## src/verilog/hci_pkg.sv

```systemverilog
// Purpose: shared constants, types and command tables of the host command interpreter
// Assumes: mclk at 20 MHz
// Notes:   byte counts exclude the code/status byte and the checksum byte
package hci_pkg;
	// clock and serial timing
	localparam int          CLK_HZ     = 20_000_000;
	localparam int          BAUD_BPS   = 9600;
	localparam int          BIT_CYC    = CLK_HZ / BAUD_BPS;
	// i2c target address and fill byte
	localparam logic [6:0]  I2C_ADDR   = 7'h38;
	localparam logic [7:0]  NOREQ_BYTE = 8'hff;
	localparam logic [7:0]  CKS_TARGET = 8'hff;
	// status byte bit positions
	localparam int          ST_INVALID = 7;
	localparam int          ST_CKS     = 6;
	localparam int          ST_SNACK   = 5;
	localparam int          ST_BUSY    = 4;
	// command codes
	localparam logic [7:0]  CMD_PID    = 8'h00;
	localparam logic [7:0]  CMD_TRK    = 8'h01;
	localparam logic [7:0]  CMD_GMODE  = 8'h10;
	localparam logic [7:0]  CMD_SMODE  = 8'h11;
	localparam logic [7:0]  CMD_HUM    = 8'h12;
	localparam logic [7:0]  CMD_MEAS   = 8'h18;
	localparam logic [7:0]  CMD_CGPIO  = 8'h20;
	localparam logic [7:0]  CMD_GGPIO  = 8'h21;
	localparam logic [7:0]  CMD_SGPIO  = 8'h22;
	localparam logic [7:0]  CMD_CLGPIO = 8'h23;
	localparam logic [7:0]  CMD_RFL    = 8'h40;
	localparam logic [7:0]  CMD_WFLS   = 8'h41;
	localparam logic [7:0]  CMD_WFL    = 8'h42;
	localparam logic [7:0]  CMD_RESET  = 8'h8f;

	// interpreter and i2c target states
	typedef enum logic [0:0] {M_RX = 1'b0, M_RSP = 1'b1} hci_mst_t;
	typedef enum logic [2:0] {
		I_IDLE = 3'b000, I_ADDR = 3'b001, I_AACK = 3'b010, I_WR = 3'b011,
		I_WACK = 3'b100, I_LOAD = 3'b101, I_RD = 3'b110, I_RACK = 3'b111
	} hci_ist_t;

	// {known, request parameter bytes}
	function automatic logic [2:0] hci_req_info(input logic [7:0] c);
		case (c)
			CMD_PID, CMD_TRK, CMD_GMODE, CMD_MEAS, CMD_GGPIO, CMD_WFL, CMD_RESET: return 3'h4;
			CMD_SMODE, CMD_HUM, CMD_CGPIO, CMD_SGPIO, CMD_CLGPIO, CMD_RFL: return 3'h5;
			CMD_WFLS: return 3'h6;
			default: return 3'h0;
		endcase
	endfunction

	// response parameter bytes; measurement length comes from the application
	function automatic logic [3:0] hci_rsp_len(input logic [7:0] c, input logic [3:0] meas);
		case (c)
			CMD_PID: return 4'h5;
			CMD_TRK: return 4'h6;
			CMD_GMODE, CMD_GGPIO, CMD_RFL, CMD_WFL: return 4'h1;
			CMD_MEAS: return meas;
			default: return 4'h0;
		endcase
	endfunction
endpackage

```

## src/verilog/hci_uart.sv

```systemverilog
// Purpose: 8N1 serial receiver and transmitter for the command link
// Assumes: one bit lasts BIT_CYCLES mclk cycles
// Notes:   a byte with a bad stop bit is dropped and flagged; a bad start bit is dropped without a flag
module hci_uart #(
	parameter int BIT_CYCLES = hci_pkg::BIT_CYC
) (
	// clock and reset
	input  wire logic       mclk,
	input  wire logic       rstn,
	// serial pins
	input  wire logic       rxd,
	output logic            txd,
	// receive side
	output logic [7:0]      rx_byte,
	output logic            rx_stb,
	output logic            rx_ferr,
	// transmit side
	input  wire logic       tx_stb,
	input  wire logic [7:0] tx_byte,
	output logic            tx_busy
);
	import hci_pkg::*;

	initial begin
		if (BIT_CYCLES < 4 || BIT_CYCLES > 4095) $error("hci_uart: BIT_CYCLES out of range");
	end

	localparam logic [11:0] BITN = 12'(BIT_CYCLES - 1);
	localparam logic [11:0] HALF = 12'(BIT_CYCLES / 2);

	typedef struct packed {
		logic        s1, s2, rbusy;
		logic [11:0] rcnt;
		logic [3:0]  rbit;
		logic [7:0]  rsh, rbyte;
		logic        rstb, ferr, tbusy;
		logic [11:0] tcnt;
		logic [3:0]  tbit;
		logic [9:0]  tsh;
		logic        txd;
	} hci_ust_t;

	hci_ust_t s_r, s_nxt;

	// receive and transmit sequencing, one bit period per count-down after the receiver's half-bit start delay
	always_comb begin
		s_nxt      = s_r;
		s_nxt.s1   = rxd;
		s_nxt.s2   = s_r.s1;
		s_nxt.rstb = 1'b0;
		s_nxt.ferr = 1'b0;
		if (!s_r.rbusy) begin
			if (!s_r.s2) begin
				s_nxt.rbusy = 1'b1;
				s_nxt.rcnt  = HALF;
				s_nxt.rbit  = 4'h0;
			end
		end else if (s_r.rcnt != 12'h000) begin
			s_nxt.rcnt = s_r.rcnt - 12'h001;
		end else begin
			s_nxt.rcnt = BITN;
			s_nxt.rbit = s_r.rbit + 4'h1;
			if (s_r.rbit == 4'h0 && s_r.s2) begin
				s_nxt.rbusy = 1'b0; // glitch, not a start bit
			end else if (s_r.rbit == 4'h9) begin
				s_nxt.rbusy = 1'b0;
				s_nxt.rbyte = s_r.rsh;
				s_nxt.rstb  = s_r.s2;
				s_nxt.ferr  = !s_r.s2;
			end else if (s_r.rbit != 4'h0) begin
				s_nxt.rsh = {s_r.s2, s_r.rsh[7:1]}; // lsb first
			end
		end
		// transmit: start, eight data bits, one stop bit, no parity
		if (!s_r.tbusy) begin
			s_nxt.txd = 1'b1;
			if (tx_stb) begin
				s_nxt.tbusy = 1'b1;
				s_nxt.tsh   = {1'b1, tx_byte, 1'b0};
				s_nxt.tcnt  = BITN;
				s_nxt.tbit  = 4'h0;
				s_nxt.txd   = 1'b0;
			end
		end else if (s_r.tcnt != 12'h000) begin
			s_nxt.tcnt = s_r.tcnt - 12'h001;
		end else if (s_r.tbit == 4'h9) begin
			s_nxt.tbusy = 1'b0;
		end else begin
			s_nxt.tcnt = BITN;
			s_nxt.tbit = s_r.tbit + 4'h1;
			s_nxt.tsh  = {1'b1, s_r.tsh[9:1]};
			s_nxt.txd  = s_r.tsh[1];
		end
	end

	// state register
	always_ff @(posedge mclk or negedge rstn) begin
		if (!rstn) begin
			s_r     <= '0;
			s_r.s1  <= 1'b1;
			s_r.s2  <= 1'b1;
			s_r.txd <= 1'b1;
		end else begin
			s_r <= s_nxt;
		end
	end

	assign txd     = s_r.txd;
	assign rx_byte = s_r.rbyte;
	assign rx_stb  = s_r.rstb;
	assign rx_ferr = s_r.ferr;
	assign tx_busy = s_r.tbusy;

	// a taken byte starts with a low start bit and holds the whole byte behind it
	property p_tx_start;
		@(posedge mclk) disable iff (!rstn)
			(tx_stb && !s_r.tbusy) |=> (!txd && s_r.tsh[8:1] == $past(tx_byte));
	endproperty
	a_tx_start: assert property (p_tx_start) else $error("start bit or loaded byte wrong");
endmodule

```

## src/verilog/hci_top.sv

```systemverilog
// Purpose: host command interpreter behind a UART and an I2C target port
// Assumes: application logic answers rsp_data combinationally from rsp_idx
// Notes:   one request is handled at a time; the answer goes back on the request's port
// Overview of operation
// - UART runs 8N1 at 9600 baud without flow control.
// - corrupted frames show as checksum errors, and UART stop bit errors also set status bit 7; no resynchronisation is done on the UART.
// - every accepted request gets a response, except the reset command.
// - frames are code or status byte, parameter bytes, then checksum.
// - checksum is the inverted byte sum; all frame bytes sum to 0xff.
// - I2C start or restart followed by a write discards state for a fresh request.
// - bytes written over I2C beyond the expected length are ignored, except after the reset command, where they start a new request.
// - a short I2C write yields an error in the next response status.
// - an I2C read without a preceding request write returns 0xff bytes.
// - the status byte is the first byte of every response.
// - status bit 7 flags unknown code, orphan read, I2C or UART errors.
// - status bit 6 flags a wrong request checksum.
// - status bit 5 flags an unexpected NACK on the internal sensor bus.
// - status bit 4 flags a retrieval before the asynchronous operation finished.
// - status bits 3 to 0 carry the operation mode error code.
// - command codes and parameter byte counts follow the fixed command table.
// - product id answer holds two id bytes and three firmware bytes.
// - I2C target answers at address 0x38 in standard and fast mode.
module hci_top (
	// clock and reset
	input  wire logic                mclk,
	input  wire logic                rstn,
	// uart pins
	input  wire logic                uart_rxd,
	output logic                     uart_txd,
	// i2c pins, open drain
	input  wire logic                i2c_scl_i,
	output logic                     i2c_scl_o,
	output logic                     i2c_scl_oe,
	input  wire logic                i2c_sda_i,
	output logic                     i2c_sda_o,
	output logic                     i2c_sda_oe,
	// command to the application
	output logic                     cmd_stb,
	output logic [7:0]               cmd_code,
	output logic [7:0]               cmd_par0,
	output logic [7:0]               cmd_par1,
	output logic                     reset_req,
	// response data from the application
	output logic [3:0]               rsp_idx,
	input  wire logic [7:0]          rsp_data,
	input  wire logic [3:0]          meas_len,
	// status sources
	input  wire logic                sensor_nack,
	input  wire logic                async_pending,
	input  wire logic [3:0]          mode_err
);
	import hci_pkg::*;

	typedef struct packed {
		hci_mst_t    m;
		logic        src;  // 1 = request came over i2c
		logic [2:0]  cnt, need;
		logic [7:0]  sum, code, par0, par1;
		logic        pend7;
		logic [7:0]  status;
		logic [3:0]  nrsp;
		logic [4:0]  pos;
		logic [7:0]  rsum, ob;
		logic        ob_vld;
		logic [3:0]  rsp_idx;
		logic        cmd_stb, rst_req, tx_stb;
		logic [7:0]  tx_byte;
		logic        scl1, scl2, scl3, sda1, sda2, sda3;
		hci_ist_t    ist;
		logic [3:0]  bitc;
		logic [7:0]  sh;
		logic        rw, wr_act, sda_oe, scl_oe;
	} hci_st_t;

	hci_st_t    s_r, s_nxt;
	logic [7:0] u_byte;
	logic       u_stb, u_ferr, u_busy;
	logic       i_wrbeg, i_rxstb, i_end, i_take, i_noreq;
	logic [7:0] i_rxd;

	hci_uart #(.BIT_CYCLES(BIT_CYC)) u_uart (
		.mclk    (mclk),
		.rstn    (rstn),
		.rxd     (uart_rxd),
		.txd     (uart_txd),
		.rx_byte (u_byte),
		.rx_stb  (u_stb),
		.rx_ferr (u_ferr),
		.tx_stb  (s_r.tx_stb),
		.tx_byte (s_r.tx_byte),
		.tx_busy (u_busy)
	);

	// i2c target, frame collector and response generator
	always_comb begin
		logic       rise, fall, start, stop, bsrc, bstb, do_ev, ev_short, known, take;
		logic [7:0] b, sum_n, st;
		logic [2:0] info;
		rise     = 1'b0;
		fall     = 1'b0;
		start    = 1'b0;
		stop     = 1'b0;
		bsrc     = 1'b0;
		bstb     = 1'b0;
		do_ev    = 1'b0;
		ev_short = 1'b0;
		known    = 1'b0;
		take     = 1'b0;
		b        = 8'h00;
		sum_n    = 8'h00;
		st       = 8'h00;
		info     = 3'h0;
		s_nxt    = s_r;
		i_wrbeg  = 1'b0;
		i_rxstb  = 1'b0;
		i_rxd    = s_r.sh;
		i_end    = 1'b0;
		i_take   = 1'b0;
		i_noreq  = 1'b0;
		s_nxt.cmd_stb = 1'b0;
		s_nxt.rst_req = 1'b0;
		s_nxt.tx_stb  = 1'b0;
		// pin synchronisers and bus conditions
		s_nxt.scl1 = i2c_scl_i;
		s_nxt.scl2 = s_r.scl1;
		s_nxt.scl3 = s_r.scl2;
		s_nxt.sda1 = i2c_sda_i;
		s_nxt.sda2 = s_r.sda1;
		s_nxt.sda3 = s_r.sda2;
		rise  = s_r.scl2 && !s_r.scl3;
		fall  = !s_r.scl2 && s_r.scl3;
		start = s_r.scl2 && s_r.scl3 && !s_r.sda2 && s_r.sda3;
		stop  = s_r.scl2 && s_r.scl3 && s_r.sda2 && !s_r.sda3;
		if (start || stop) begin
			s_nxt.ist    = start ? I_ADDR : I_IDLE;
			s_nxt.bitc   = 4'h0;
			s_nxt.sda_oe = 1'b0;
			s_nxt.scl_oe = 1'b0;
			s_nxt.wr_act = 1'b0;
			i_end        = s_r.wr_act;
		end else begin
			case (s_r.ist)
				I_ADDR, I_WR: begin
					if (rise) begin
						s_nxt.sh   = {s_r.sh[6:0], s_r.sda2};
						s_nxt.bitc = s_r.bitc + 4'h1;
					end else if (fall && s_r.bitc == 4'h8) begin
						s_nxt.bitc = 4'h0;
						if (s_r.ist == I_WR) begin
							s_nxt.sda_oe = 1'b1;
							s_nxt.ist    = I_WACK;
							i_rxstb      = 1'b1;
						end else if (s_r.sh[7:1] == I2C_ADDR) begin
							s_nxt.sda_oe = 1'b1;
							s_nxt.rw     = s_r.sh[0];
							s_nxt.ist    = I_AACK;
						end else begin
							s_nxt.ist = I_IDLE;
						end
					end
				end
				I_AACK: begin
					if (fall) begin
						s_nxt.sda_oe = 1'b0;
						if (s_r.rw) begin
							s_nxt.ist    = I_LOAD;
							s_nxt.scl_oe = 1'b1;
							i_noreq      = !(s_r.m == M_RSP && s_r.src);
						end else begin
							s_nxt.ist    = I_WR;
							s_nxt.wr_act = 1'b1;
							i_wrbeg      = 1'b1;
						end
					end
				end
				I_WACK: begin
					if (fall) begin
						s_nxt.sda_oe = 1'b0;
						s_nxt.ist    = I_WR;
					end
				end
				I_LOAD: begin
					// clock held low until the next byte is ready
					if (s_r.m == M_RSP && s_r.src) begin
						if (s_r.ob_vld) begin
							s_nxt.sh = s_r.ob;
							i_take   = 1'b1;
						end
					end else begin
						s_nxt.sh = NOREQ_BYTE;
					end
					if (i_take || !(s_r.m == M_RSP && s_r.src)) begin
						s_nxt.ist    = I_RD;
						s_nxt.bitc   = 4'h0;
						s_nxt.scl_oe = 1'b0;
						s_nxt.sda_oe = !s_nxt.sh[7];
					end
				end
				I_RD: begin
					if (fall) begin
						s_nxt.bitc = s_r.bitc + 4'h1;
						if (s_r.bitc == 4'h7) begin
							s_nxt.sda_oe = 1'b0;
							s_nxt.ist    = I_RACK;
						end else begin
							s_nxt.sh     = {s_r.sh[6:0], 1'b0};
							s_nxt.sda_oe = !s_r.sh[6];
						end
					end
				end
				I_RACK: begin
					// a nack ends the read; the host then sends stop
					if (rise) begin
						s_nxt.bitc = 4'h9;
						if (s_r.sda2) s_nxt.ist = I_IDLE;
					end else if (fall && s_r.bitc == 4'h9) begin
						s_nxt.ist    = I_LOAD;
						s_nxt.scl_oe = 1'b1;
					end
				end
				default: ;
			endcase
		end
		// incoming byte, i2c first when both arrive together
		if (i_rxstb) begin
			bstb = 1'b1;
			bsrc = 1'b1;
			b    = i_rxd;
		end else if (u_stb) begin
			bstb = 1'b1;
			b    = u_byte;
		end
		sum_n = 8'(s_r.sum + b);
		if (i_wrbeg) begin
			s_nxt.m      = M_RX;
			s_nxt.cnt    = 3'h0;
			s_nxt.ob_vld = 1'b0;
		end else if (s_r.m == M_RX) begin
			if (i_end && s_r.src && s_r.cnt != 3'h0) begin
				do_ev    = 1'b1;
				ev_short = 1'b1;
			end else if (bstb && (s_r.cnt == 3'h0 || bsrc == s_r.src)) begin
				s_nxt.cnt = 3'(s_r.cnt + 3'h1);
				s_nxt.sum = sum_n;
				if (s_r.cnt == 3'h0) begin
					info       = hci_req_info(b);
					s_nxt.code = b;
					s_nxt.src  = bsrc;
					s_nxt.sum  = b;
					s_nxt.need = 3'({1'b0, info[1:0]} + 3'h1);
				end else begin
					if (s_r.cnt == 3'h1) s_nxt.par0 = b;
					if (s_r.cnt == 3'h2) s_nxt.par1 = b;
					do_ev = (s_r.cnt == s_r.need);
				end
			end
		end else begin
			// response generation; bytes of a new request are ignored meanwhile
			if (!s_r.ob_vld) begin
				s_nxt.ob_vld = 1'b1;
				if (s_r.pos == 5'h00) s_nxt.ob = s_r.status;
				else if (s_r.pos == 5'({1'b0, s_r.nrsp} + 5'h01)) s_nxt.ob = ~s_r.rsum;
				else s_nxt.ob = rsp_data;
			end
			take = s_r.src ? i_take : (!u_busy && !s_r.tx_stb && s_r.ob_vld);
			if (take) begin
				s_nxt.tx_stb  = !s_r.src;
				s_nxt.tx_byte = s_r.ob;
				s_nxt.rsum    = 8'(s_r.rsum + s_r.ob);
				s_nxt.ob_vld  = 1'b0;
				if (s_r.pos == 5'({1'b0, s_r.nrsp} + 5'h01)) begin
					s_nxt.m = M_RX;
				end else begin
					s_nxt.pos     = 5'(s_r.pos + 5'h01);
					s_nxt.rsp_idx = s_r.pos[3:0];
				end
			end
		end
		// frame evaluation: checksum, short write and sticky framing errors are the corruption checks
		if (do_ev) begin
			info  = hci_req_info(s_r.code);
			known = info[2];
			st[ST_INVALID] = !known || ev_short || s_r.pend7;
			st[ST_CKS]     = !ev_short && sum_n != CKS_TARGET;
			st[ST_SNACK]   = sensor_nack;
			st[ST_BUSY]    = async_pending && s_r.code == CMD_MEAS;
			st[3:0]        = mode_err;
			s_nxt.status   = st;
			s_nxt.cnt      = 3'h0;
			s_nxt.pend7    = 1'b0;
			s_nxt.pos      = 5'h00;
			s_nxt.rsum     = 8'h00;
			s_nxt.ob_vld   = 1'b0;
			s_nxt.rsp_idx  = 4'h0;
			s_nxt.nrsp     = (st[7:6] != 2'b00) ? 4'h0 : hci_rsp_len(s_r.code, meas_len);
			s_nxt.cmd_stb  = st[7:6] == 2'b00;
			s_nxt.m        = M_RSP;
			if (st[7:6] == 2'b00 && s_r.code == CMD_RESET) begin
				s_nxt.rst_req = 1'b1;
				s_nxt.m       = M_RX;
			end
		end
		// error events are sticky until reported; setting wins over the clear
		if (u_ferr || i_noreq) s_nxt.pend7 = 1'b1;
	end

	// state register
	always_ff @(posedge mclk or negedge rstn) begin
		if (!rstn) begin
			s_r      <= '0;
			s_r.scl1 <= 1'b1;
			s_r.scl2 <= 1'b1;
			s_r.scl3 <= 1'b1;
			s_r.sda1 <= 1'b1;
			s_r.sda2 <= 1'b1;
			s_r.sda3 <= 1'b1;
		end else begin
			s_r <= s_nxt;
		end
	end

	// outputs from the state register; the i2c data and clock outputs are tied low
	assign cmd_stb    = s_r.cmd_stb;
	assign cmd_code   = s_r.code;
	assign cmd_par0   = s_r.par0;
	assign cmd_par1   = s_r.par1;
	assign reset_req  = s_r.rst_req;
	assign rsp_idx    = s_r.rsp_idx;
	assign i2c_sda_oe = s_r.sda_oe;
	assign i2c_scl_oe = s_r.scl_oe;
	assign i2c_sda_o  = 1'b0;
	assign i2c_scl_o  = 1'b0;

	// checks
	property p_first_status;
		@(posedge mclk) disable iff (!rstn) $rose(s_r.m == M_RSP) |=> (s_r.ob_vld && s_r.ob == s_r.status);
	endproperty
	a_first_status: assert property (p_first_status) else $error("status not first");
	property p_unknown;
		@(posedge mclk) disable iff (!rstn)
			$rose(s_r.m == M_RSP) && hci_req_info(s_r.code) == 3'h0 |-> s_r.status[ST_INVALID];
	endproperty
	a_unknown: assert property (p_unknown) else $error("unknown code not flagged");
	property p_cks;
		@(posedge mclk) disable iff (!rstn) s_r.status[ST_CKS] && s_r.m == M_RSP |-> s_r.nrsp == 4'h0;
	endproperty
	a_cks: assert property (p_cks) else $error("bad checksum answered with data");
	property p_snack;
		@(posedge mclk) disable iff (!rstn) $rose(s_r.m == M_RSP) |-> s_r.status[ST_SNACK] == $past(sensor_nack);
	endproperty
	a_snack: assert property (p_snack) else $error("sensor nack bit wrong");
	property p_mode;
		@(posedge mclk) disable iff (!rstn) $rose(s_r.m == M_RSP) |-> s_r.status[3:0] == $past(mode_err);
	endproperty
	a_mode: assert property (p_mode) else $error("mode error bits wrong");
	property p_wrclr;
		@(posedge mclk) disable iff (!rstn) i_wrbeg |=> (s_r.m == M_RX && s_r.cnt == 3'h0);
	endproperty
	a_wrclr: assert property (p_wrclr) else $error("write start did not clear");
	property p_extra;
		@(posedge mclk) disable iff (!rstn) s_r.m == M_RSP && i_rxstb |=> $stable(s_r.code) && $stable(s_r.par1);
	endproperty
	a_extra: assert property (p_extra) else $error("extra byte stored");
	property p_short;
		@(posedge mclk) disable iff (!rstn)
			i_end && s_r.m == M_RX && s_r.src && s_r.cnt != 3'h0 |=> s_r.m == M_RSP && s_r.status[ST_INVALID];
	endproperty
	a_short: assert property (p_short) else $error("short write not flagged");
	property p_noreq;
		@(posedge mclk) disable iff (!rstn) s_r.ist == I_LOAD && s_r.m == M_RX |=> s_r.sh == NOREQ_BYTE;
	endproperty
	a_noreq: assert property (p_noreq) else $error("orphan read not 0xff");
	property p_reset;
		@(posedge mclk) disable iff (!rstn) s_r.rst_req |-> s_r.m == M_RX && !s_r.tx_stb ##1 s_r.m == M_RX;
	endproperty
	a_reset: assert property (p_reset) else $error("reset produced a response");
	property p_iface;
		@(posedge mclk) disable iff (!rstn) s_r.tx_stb |-> !s_r.src;
	endproperty
	a_iface: assert property (p_iface) else $error("answer on wrong port");
	property p_sum;
		@(posedge mclk) disable iff (!rstn)
			s_r.m == M_RSP && s_r.ob_vld && s_r.pos == 5'({1'b0, s_r.nrsp} + 5'h01) |-> 8'(s_r.ob + s_r.rsum) == CKS_TARGET;
	endproperty
	a_sum: assert property (p_sum) else $error("response checksum wrong");
	c_rsp: cover property (@(posedge mclk) disable iff (!rstn) $rose(s_r.m == M_RSP));
	c_reset: cover property (@(posedge mclk) disable iff (!rstn) s_r.rst_req);
	c_i2c_take: cover property (@(posedge mclk) disable iff (!rstn) i_take);
	c_uart_tx: cover property (@(posedge mclk) disable iff (!rstn) s_r.tx_stb);
endmodule

```

## config.mk

```make
export PLATFORM = sky130hd
export DESIGN_NAME = hci_top
export DESIGN_NICKNAME = d
export VERILOG_FILES = /design/src/verilog/hci_pkg.sv /design/src/verilog/hci_uart.sv /design/src/verilog/hci_top.sv
export SDC_FILE = /design/constraint.sdc
export NUM_CORES = 1
export LEC_CHECK = 0
export ABC_AREA = 1
export ABC_CLOCK_PERIOD_IN_PS = 3100
export BUFFER_PORTS_ARGS = -buffer_cell sky130_fd_sc_hd__buf_4
export CAP_MARGIN = 30
export CORE_MARGIN = 2
export CORE_UTILIZATION = 56
export CTS_CLUSTER_SIZE = 10
export DETAILED_ROUTE_END_ITERATION = 16
export PLACE_DENSITY_LB_ADDON = 0.1
export REMOVE_ABC_BUFFERS = 1
export SYNTH_ARGS = -nofsm -noshare
export SYNTH_HDL_FRONTEND = slang
export SYNTH_SLANG_ARGS = --single-unit
```

## constraint.sdc

```tcl
create_clock -name mclk -period 3.1 [get_ports mclk]
set_clock_uncertainty 0.15 [all_clocks]
set_input_delay 0.465 -clock mclk [delete_from_list [all_inputs] [get_ports mclk]]
set_output_delay 0.465 -clock mclk [all_outputs]
set_load 0.01 [all_outputs]
```

==> impl_metrics.csv, run 1 <==
group,metric,value,unit
logic_synthesis,synthXorXnorAreaFrac,2.441,%
global_routing,grt_pass1_wl,37380,µm
drt,drc,0,
logic_synthesis,synthAdderAreaFrac,4.757,%
drt,vias,8301,
cts,cts_htree_levels,4,
timing,finalWorstSetupSlack,0.1307,ns
worst_setup_path,r2r-end,"s_r[64]",
timing,relSlewSlack,54.79,%
cells_and_area,areaGrowthSynthToFinish,14.39,%
worst_setup_path,required,3.32,ns
die,die_w,138.0,µm
cts,cts_tree,"done",
cts,cts_buffers,17,
cts,clk_pin_slew,0.07,ns
worst_setup_path,cp_max_fo,7,
drt,vias_per_cell,5.352,
logic_synthesis,yosysTopAreaCell,"dfrtp_1",
cells_and_area,final_area,11490,µm²
cts,clockBufferDepth,2,
die,fp-row-count,48,
die,pin_count,58,
timing,fmax,0.3368,GHz
logic_synthesis,synth_area,10050,µm²
hold_path,hold_depth,3,
cells_and_area,layout-drive-gt1-share,17.42,%
logic_synthesis,netlist_instances,1252,
die,start_util,57.69,%
die,fp.dieH,138.0,µm
place,pre_cts_ws,-0.06997,ns
cells_and_area,finish.net_count,1373,
drt,ant_nets,0,
cts,clock_sinks,179,
logic_synthesis,ys_ff_latch,179,
run,drv_cap,0,
worst_setup_path,r2r_slack,0.13,ns
power,vdd_ir_drop_max,0.4402,mV
power,p_leak,5.740,nW
hold_path,hp-class,"primary input to flop",
global_routing,grt_pass1_vias,7766,
timing,hold_viol_final,0,
worst_setup_path,ff2ff_path_depth,19,
die,core_area,17420,µm²
worst_setup_path,critPathCaptureType,"flop",
timing,rsz0062_at_grt,"true",
drt,finalWirelength,22550,µm
logic_synthesis,ys_warn_count,0,
place,gp_congestion,0.9255,
drt,drt_iter0_markers,547,
place,portBuffers,55,
worst_setup_path,r2r-start,"s_nxt[22]",
run_status,status,"finished clean",
cells_and_area,multi_input_area,4806,µm²
cells_and_area,fillCellCount,1509,
timing,finalSetupViolations,0,
cts,cts-root-buf,"clkbuf_16",
hold_path,whs_endpoint,"s_r[69]",
timing,layout_worst_path_cycle_share,95.78,%
logic_synthesis,synth_top_family_by_area,"simple AND/OR/NAND/NOR gates",
logic_synthesis,muxShareOfSynthArea,0.09961,%
die,die-area,19030,µm²
cts,clk_latency,0.44,ns
logic_synthesis,synth_flop_cell,"dfrtp_1",
drt,firstDrtPassIters,5,
logic_synthesis,synthArstFlopShare,100.0,%
hold_path,hold_path.startpoint,"mode_err[3]",
worst_setup_path,start_kind,"flop",
worst_setup_path,crit_type,"flop to flop",
timing,slew_viol_final,0,
drt,avgRoutedWirePerCell,14.54,µm
cells_and_area,utilization,66.00,%
place,dp.final_hpwl,16200,µm
logic_synthesis,ys_seq_area_share,44.69,%
global_routing,grt_use_total,24.74,%
worst_setup_path,cp.arrival,3.19,ns
logic_synthesis,synthSimpleGateAreaFrac,25.69,%
timing,min_period,2.969,ns
global_routing,antenna_found_initial,0,
place,dpl-instance-area,10640,µm²
logic_synthesis,synth_edf_count,0,
worst_setup_path,crit_path_start,"s_nxt[22]",
power,power_density,516.6,nW/µm²
logic_synthesis,syn_area_per_cell,8.026,µm²
logic_synthesis,yosys-top-cells-area,"dfrtp_1 (42%), nand2_1 (12%), inv_1 (5.2%)",
logic_synthesis,synth-compound-area-share,13.04,%
cells_and_area,regArea,4491,µm²
logic_synthesis,synth_top_area_share,42.34,%
global_routing,grt_max_degree,69,
global_routing,grt-ovfl-total,0,
cells_and_area,diodes,0,
timing,worst_pin_slew,0.6782,ns
logic_synthesis,synth_cell_type_count,47,
==> synth_stat cells (4+ instances only) <==
cell and n:
o22ai_1 8, nand2_4 7, nand4_1 15, xnor2_1 9, clkbuf_1 10, o21ai_1 10
a21oi_1 40, inv_2 11, o31ai_1 4, o21ai_2 18, xor2_1 19, ha_1 35
or2_2 4, nor2_4 7, nor4_1 5, nand3_1 72, o211ai_1 10, nand3b_1 4
nor3_1 11, buf_2 6, inv_1 138, a31oi_1 5, a22oi_1 22, nor2_1 107
o21ai_0 95, dfstp_2 9, nand2_2 12, buf_4 35, nand2_1 329, dfrtp_1 170
==> layer usage <==
| metal | share of wire (%) | wire length [µm] | track usage, % | up-vias |
|---|---|---|---|---|
| met5 | 0 | 0 | 0 | - |
| met4 | 1.9 | 422 | 7.540 | 0 |
| met3 | 3.9 | 887 | 4.386 | 37 |
| met2 | 46 | 10420 | 38.83 | 200 |
| met1 | 48 | 10820 | 35.19 | 3888 |
| li1 | - | - | - | 4176 |
==> registers in the layout, indices dropped and copies added (netlist names) <==
| register | count |
|---|---|
| s_r | 71 |
| u_uart.s_r | 51 |
| cmd_code | 8 |
| cmd_par0 | 8 |
| cmd_par1 | 8 |
| i_rxd | 8 |
| u_uart.rx_byte | 8 |
| rsp_idx | 4 |
| s_nxt | 4 |
| cmd_stb | 1 |
| i2c_scl_oe | 1 |
| i2c_sda_oe | 1 |
| reset_req | 1 |
| u_uart.rx_ferr | 1 |
| u_uart.rx_stb | 1 |
| u_uart.s_nxt | 1 |
| u_uart.tx_busy | 1 |
| u_uart.txd | 1 |
==> cell usage in the layout (no fill, tap or decap), types with 8 or more instances in the layout <==
cell and n:
a21oi_1 35, a22oi_1 22, buf_4 85, clkbuf_16 17, dfrtp_1 170, dfstp_2 9, ha_1 30, inv_1 133
inv_2 16, nand2_1 323, nand2_2 18, nand3_1 68, nand4_1 15, nor2_1 105, nor2_4 9, nor3_1 11
o211ai_1 10, o21ai_0 94, o21ai_1 9, o21ai_2 20, o22ai_1 8, xor2_1 19
==> through the flow <==
| step | hold slack, ns | cells | power [mW] | setup TNS, ns |
|---|---|---|---|---|
| 2_1_floorplan | 0.01941 | 1199 | 3.338 | -2.047 |
| 4_1_cts | 0.07003 | 1546 | 5.911 | 0 |
| 5_1_grt | 0.07799 | 1551 | 6.237 | -0.2300 |
| 3_5_place_dp | 0.1969 | 1510 | 3.724 | -0.2832 |
| 3_3_place_gp | 0.1987 | 1510 | 3.714 | -0.06588 |
| 6_report | 0.07939 | 1551 | 5.938 | 0 |
==> report_power, final <==
group | total, mW | switching [mW] | internal, mW
logic | 1.21 | 0.763 | 0.443
clock network | 2.19 | 0.925 | 1.26
registers | 2.55 | 0.0843 | 2.46
total | 5.94 | 1.77 | 4.17
==> kinds of logic after synthesis <==
family                     after synthesis
AOI/OAI and AO/OA                      220
xor gates and xnor gates                28
adders and majority gates               37
buffers and inverters                  204
DFF                                    179
muxes                                    1
other                                    1
and+or+nand+nor                        582
==> layout make-up <==
cell class | instances | share of cell area [%]
Timing Repair Buffer | 94 | 6.542
Sequential cell | 179 | 39.07
Tap cell | 225 | 2.449
Clock inverter | 10 | 1.088
Clock buffer | 22 | 4.125
Multi-Input combinational cell | 871 | 41.81
Inverter | 150 | 4.920
==> critical path, cell delays in order (launching register included) <==
cell     delay (ns)
dfstp_2        0.54
inv_2          0.04
nand2_2        0.09
nor2_4         0.05
buf_6          0.14
nand2_8        0.06
nand2_2        0.05
nand2_2        0.08
inv_2          0.06
ha_4           0.16
fa_2           0.40
xnor2_2        0.16
nor2_1         0.12
nand3_1        0.09
nor2_1         0.13
nand2_1        0.10
nor2_4         0.16
buf_6          0.12
nand4_1        0.09
nand2_1        0.09
==> worst max path at each step <==
| stage | end | cells after the start |
|---|---|---|
| floorplan | s_r[72] | 18 |
| global placement | s_r[62] | 20 |
| detailed placement | s_r[64] | 20 |
| CTS | s_r[64] | 20 |
| global route | s_r[64] | 20 |
| finish | s_r[64] | 19 |
==> timing repair <==
item / in CTS / in global routing
gates resized for setup: 2 / 39
pin swaps: 2 / 17
setup endpoints to repair: 8 / 14
setup buffers: 0 / 4
endpoints found under the hold margin: 62 / 0
gates cloned: 0 / 1
hold buffers: 4 / 0
Power figures use the tool's default switching activity.
==> run 2: changes to the inputs <==
- ABC_CLOCK_PERIOD_IN_PS: 3100 -> 3010
- CORE_UTILIZATION: 56 -> 62
- clock period: 3.1 -> 3.01 ns (I/O delays scaled with it)
==> run 2 against run 1 <==
Against the previous run: worst setup slack lost 0.075 ns; flip-flop and latch count did not move; critical path depth unchanged; global-route usage is 2.2 points higher; via count grew 2.6%; wire length is 1.7% higher; register-to-register slack got worse by 0.08 ns; largest cell class unchanged; highest routed layer unchanged.
==> impl_metrics.csv, run 2 (same netlist as run 1, synthesis figures left out) <==
group,metric,value,unit
power,vdd_ir_drop_max,0.5148,mV
place,dp.final_hpwl,16210,µm
worst_setup_path,required,3.23,ns
cts,cts_buffers,17,
timing,relSlewSlack,56.79,%
timing,hold_viol_final,0,
timing,layout_worst_path_cycle_share,98.16,%
timing,min_period,2.955,ns
global_routing,antenna_found_initial,0,
place,dpl-instance-area,10700,µm²
die,pin_count,58,
global_routing,grt_use_total,26.96,%
worst_setup_path,critPathCaptureType,"flop",
hold_path,hp-class,"primary input to flop",
global_routing,grt-ovfl-total,0,
cts,cts_htree_levels,4,
drt,wl_met3,1001,µm
drt,drt_iter0_markers,612,
drt,vias,8520,
power,p_leak,5.825,nW
drt,wl_met2,11170,µm
cts,clk_latency,0.43,ns
cells_and_area,diodes,0,
cells_and_area,finish.net_count,1390,
cts,clk_pin_slew,0.07,ns
die,fp.dieH,131.3,µm
global_routing,grt_max_degree,63,
cells_and_area,finalNonFillerCells,1559,
power,total_power,6.335,mW
place,gp_congestion,0.8953,
cells_and_area,regMostFlops,"s_r",
drt,vias_per_cell,5.465,
die,start_util,63.26,%
die,die_w,131.3,µm
worst_setup_path,cp.arrival,3.18,ns
cts,clockBufferDepth,2,
timing,rsz0062_at_grt,"true",
timing,finalWorstSetupSlack,0.05529,ns
cells_and_area,multi_input_area,4838,µm²
worst_setup_path,crit_type,"flop to flop",
run,drv_cap,0,
die,fp-row-count,46,
power,power_density,541.5,nW/µm²
run_status,status,"finished clean",
cells_and_area,layout.cells.most_common,"nand2_1",
drt,ant_nets,0,
global_routing,grt_pass1_wl,38360,µm
cells_and_area,areaGrowthSynthToFinish,16.42,%
cells_and_area,regArea,4491,µm²
drt,topRoutingLayerUsed,"met4",
drt,firstDrtPassIters,5,
timing,finalSetupViolations,0,
place,place_inst,1512,
die,core_area,15890,µm²
cells_and_area,largestRegisters,"s_r x71, u_uart.s_r x51",
drt,drc,0,
drt,wl_met1,10500,µm
cells_and_area,fillCellCount,1208,
place,pre_cts_ws,-0.1323,ns
cts,cts_tree,"done",
timing,tns,0,ns
cells_and_area,final_cell_mix,"nand2_1 (320), dfrtp_1 (170), inv_1 (130)",
drt,avgRoutedWirePerCell,14.71,µm
die,die-area,17240,µm²
worst_setup_path,cp_max_fo,7,
place,portBuffers,55,
timing,worst_pin_slew,0.6466,ns
cts,clock_sinks,179,
cells_and_area,layout-drive-gt1-share,18.99,%
cells_and_area,final_area,11700,µm²
cts,cts-root-buf,"clkbuf_16",
worst_setup_path,start_kind,"flop",
global_routing,grt_pass1_vias,8129,
cells_and_area,largest_reg_flops,71,
timing,fmax,0.3384,GHz
timing,slew_viol_final,0,
drt,finalWirelength,22940,µm
-- run 2: area by class of cell --
cell class / count / area share, %
multi-input cells: 870 / 41.36
flip-flops and latches: 179 / 38.39
repair buffers: 112 / 7.508
inverters: 150 / 4.898
clock buffers: 19 / 3.872
well taps: 216 / 2.310
clock inverters: 13 / 1.668
-- run 2: critical path, stage by stage, from the launching register on --
cell	delay, ns
dfstp_2	0.55
inv_2	0.05
nand2_4	0.07
nor2_4	0.05
buf_6	0.13
nand2_8	0.09
nand2_4	0.05
nand2_4	0.07
inv_4	0.04
ha_4	0.16
fa_2	0.55
nand2_1	0.06
nor2_1	0.12
nand3_1	0.08
nor2_1	0.12
nand2_2	0.07
nor2_4	0.16
buf_6	0.12
nand4_1	0.09
nand2_1	0.09
-- run 2: metrics by stage --
step           hold slack, ns  utilization (%)
2_1_floorplan        0.005909                -
3_3_place_gp           0.1963            67.38
3_5_place_dp           0.2008            67.38
4_1_cts               0.06237            72.01
5_1_grt               0.07125            73.65
6_report              0.07496            73.65
-- run 2: worst paths after layout --
kind / from / cells after the start / to / slack, ns
min: mode_err[1] / 3 / s_r[67] / 0.07
max reg2reg: s_nxt[22] / 19 / s_r[64] / 0.06
max in group asynchronous: rstn / 3 / s_nxt[20] / 1.48
min reg2reg: u_uart.s_nxt[63] / 0 / u_uart.s_r[63] / 0.21
max: s_nxt[22] / 19 / s_r[64] / 0.06
min in group asynchronous: rstn / 2 / u_uart.s_r[18] / 0.41
-- run 2: timing repair --
item,4_1_cts,5_1_grt
hold endpoints to repair,56,0
setup endpoints to repair,9,12
resized for setup,7,48
hold buffers,4,0
pin swaps,5,18
setup buffers,4,8
-- run 2: metal layers --
layer  up-vias  global-route usage, %
met5         -                      0
met4         0                  6.763
met3        24                  5.170
met2       215                  44.42
met1      4066                  37.09
li1       4215                      -
-- run 2: power by group --
| group | internal, mW | leakage [nW] | switching [mW] | total [mW] |
|---|---|---|---|---|
| Sequential | 2.54 | 2.32 | 0.0834 | 2.62 |
| Clock | 1.45 | 0.313 | 0.973 | 2.42 |
| Combinational | 0.483 | 3.20 | 0.809 | 1.29 |
==> run 3: changes to the inputs <==
- BUFFER_PORTS_ARGS: -buffer_cell sky130_fd_sc_hd__buf_4 -> unset
- CORE_UTILIZATION: 62 -> 64
- DONT_BUFFER_PORTS: unset -> 1
==> run 3 against run 2 <==
Against the previous run: the flow now finishes with violations (hold timing); critical path depth stayed put; wire length is 2.5% lower; register-to-register slack better by 0.06 ns; cell area is 3.9% lower; critical endpoint is now s_r[65]; first-iteration DRC count is 1.1% lower; largest cell class unchanged; largest power group unchanged; via count is 2.8% lower.
==> impl_metrics.csv, run 3 (same netlist as run 1, synthesis figures left out) <==
group,metric,value,unit
run_status,status,"finished, violations left",
run_status,violations,"hold timing",
die,die_w,129.3,µm
power,total_power,6.025,mW
worst_setup_path,slowest_delay,0.54,ns
drt,firstDrtPassIters,7,
cts,cts_hold_buf,8,
worst_setup_path,r2r-start,"s_nxt[22]",
worst_setup_path,crit_type,"flop to flop",
power,p_leak,5.484,nW
run,drv_cap,0,
global_routing,grt_use_total,27.50,%
timing,layout_worst_path_cycle_share,96.14,%
power,power_density,536.0,nW/µm²
timing,hold_viol_final,179,
die,pin_count,58,
power,p_sw,1.792,mW
cells_and_area,final_area,11240,µm²
worst_setup_path,critPathCaptureType,"flop",
worst_setup_path,start_kind,"flop",
worst_setup_path,cp_max_fo,7,
cells_and_area,areaGrowthSynthToFinish,11.87,%
global_routing,grt_pass1_wl,36570,µm
drt,vias_per_cell,5.526,
place,place_inst,1452,
cells_and_area,finish.net_count,1335,
timing,slew_viol_final,0,
worst_setup_path,r2r-end,"s_r[65]",
die,start_util,65.85,%
worst_setup_path,ff2ff_path_depth,19,
power,switching_share,29.74,%
cts,cts_buffers,17,
cts,cts_tree,"done",
cells_and_area,final_cell_mix,"nand2_1 (319), dfrtp_1 (170), inv_1 (130)",
cts,clock_sinks,179,
power,comb_power_share,19.7,%
worst_setup_path,cp.arrival,3.12,ns
drt,drc,0,
drt,avgRoutedWirePerCell,14.93,µm
cells_and_area,diodes,0,
drt,drt_iter0_markers,605,
global_routing,grt_pass1_vias,7918,
drt,ant_nets,0,
cells_and_area,layout-drive-gt1-share,15.14,%
global_routing,antenna_found_initial,0,
timing,min_period,2.894,ns
worst_setup_path,slowest_stage,"dfstp_2",
cts,cts_htree_levels,4,
cells_and_area,layout.cells.most_common,"nand2_1",
place,gp_congestion,0.9309,
drt,finalWirelength,22370,µm
timing,tns,0,ns
cells_and_area,fillCellCount,1192,
die,core_area,15260,µm²
worst_setup_path,r2r_slack,0.12,ns
cts,cts-root-buf,"clkbuf_16",
place,dp.final_hpwl,15530,µm
cts,clk_pin_slew,0.07,ns
place,dpl-instance-area,10270,µm²
hold_path,hp-class,"primary input to async pin",
worst_setup_path,cp_cell_sequence,"inv_2 -> nand2_2 -> nor2_4 -> buf_6 -> nand2_8 -> nand2_4 -> nand2_4 -> inv_4 -> ha_4 -> fa_2 -> nand2_1 -> nor2_1 -> nand3_1 -> nor2_1 -> nand2_2 -> nor2_4 -> buf_6 -> nand4_1 -> nand2_1",
die,fp-row-count,45,
cells_and_area,finalNonFillerCells,1499,
power,vdd_ir_drop_max,0.5573,mV
worst_setup_path,required,3.24,ns
cells_and_area,largestRegisters,"s_r x71, u_uart.s_r x51",
cts,clockBufferDepth,2,
timing,hold-worst-slack,-0.4480,ns
cells_and_area,regMostFlops,"s_r",
timing,finalSetupViolations,0,
power,clock_power_share,36.7,%
power,intPower,4.233,mW
timing,worst_pin_slew,0.6240,ns
global_routing,grt_max_degree,180,
global_routing,grt-ovfl-total,0,
die,die-area,16720,µm²
cells_and_area,largest_reg_flops,71,
place,portBuffers,0,
power,power_frac_seq,43.6,%
timing,fmax,0.3456,GHz
die,fp.dieH,129.3,µm
cts,clk_latency,0.44,ns
timing,rsz0062_at_grt,"true",
timing,relSlewSlack,58.30,%
drt,vias,8283,
run 3: final cells by class:
cell class,instances,area [µm²],area share (%)
clock inverter,13,148.9,1.325
multi-input combinational,870,4862,43.25
inverter,150,573.1,5.098
tap,211,264.0,2.349
sequential,179,4491,39.95
clock buffer,19,442.9,3.940
timing repair buffer,57,459.2,4.085
run 3: how the worst max path moves through the flow:
stage / slack, ns / end / start
3_5_place_dp: -0.12 / s_r[65] / s_nxt[22]
5_1_grt: -0.04 / s_r[65] / s_r[13]
3_3_place_gp: -0.06 / s_r[62] / s_r[12]
6_report: 0.12 / s_r[65] / s_nxt[22]
4_1_cts: 0.02 / s_r[65] / s_r[12]
2_1_floorplan: -0.43 / s_r[72] / s_r[12]
run 3: power groups by stage:
stage | Sequential, mW | Clock, mW | Combinational [mW]
floorplan | 2.68 | 0 | 0.755
global placement | 2.66 | 0 | 1.09
detailed placement | 2.66 | 0 | 1.09
CTS | 2.62 | 2.25 | 1.11
global route | 2.64 | 2.35 | 1.34
finish | 2.63 | 2.21 | 1.19
run 3: routing by layer:
layer	part of all wire (%)	up-vias	routed length, µm	GRT usage (%)
met5	0	-	0	0
met4	2.1	0	476	9.527
met3	4.5	43	997	5.037
met2	48	220	10730	45.17
met1	45	3930	10170	37.04
li1	-	4090	-	-
run 3: what timing repair did:
| item | in CTS | in global routing |
|---|---|---|
| setup buffers | 0 | 7 |
| gates resized for setup | 7 | 49 |
| pin swaps | 1 | 20 |
| endpoints found under the setup margin | 8 | 12 |
| hold endpoints to repair | 187 | 179 |
run 3: per-stage QoR:
step / utilization [%] / setup WS, ns
final: 73.67 / 0.1163
after detailed placement: 67.29 / -0.1184
after global placement: 67.29 / -0.05510
after CTS: 71.87 / 0.01684
after global routing: 73.67 / -0.04480
after floorplan: - / -0.4308
run 3: critical path, delay by kind of cell, from the launching register on:
kind                     cells  cell delay [ns]
AND/OR/NAND/NOR             13             1.12
adder cells (fa/ha/maj)      2             0.69
buffers and inverters        4             0.34
flip-flops                   1             0.54
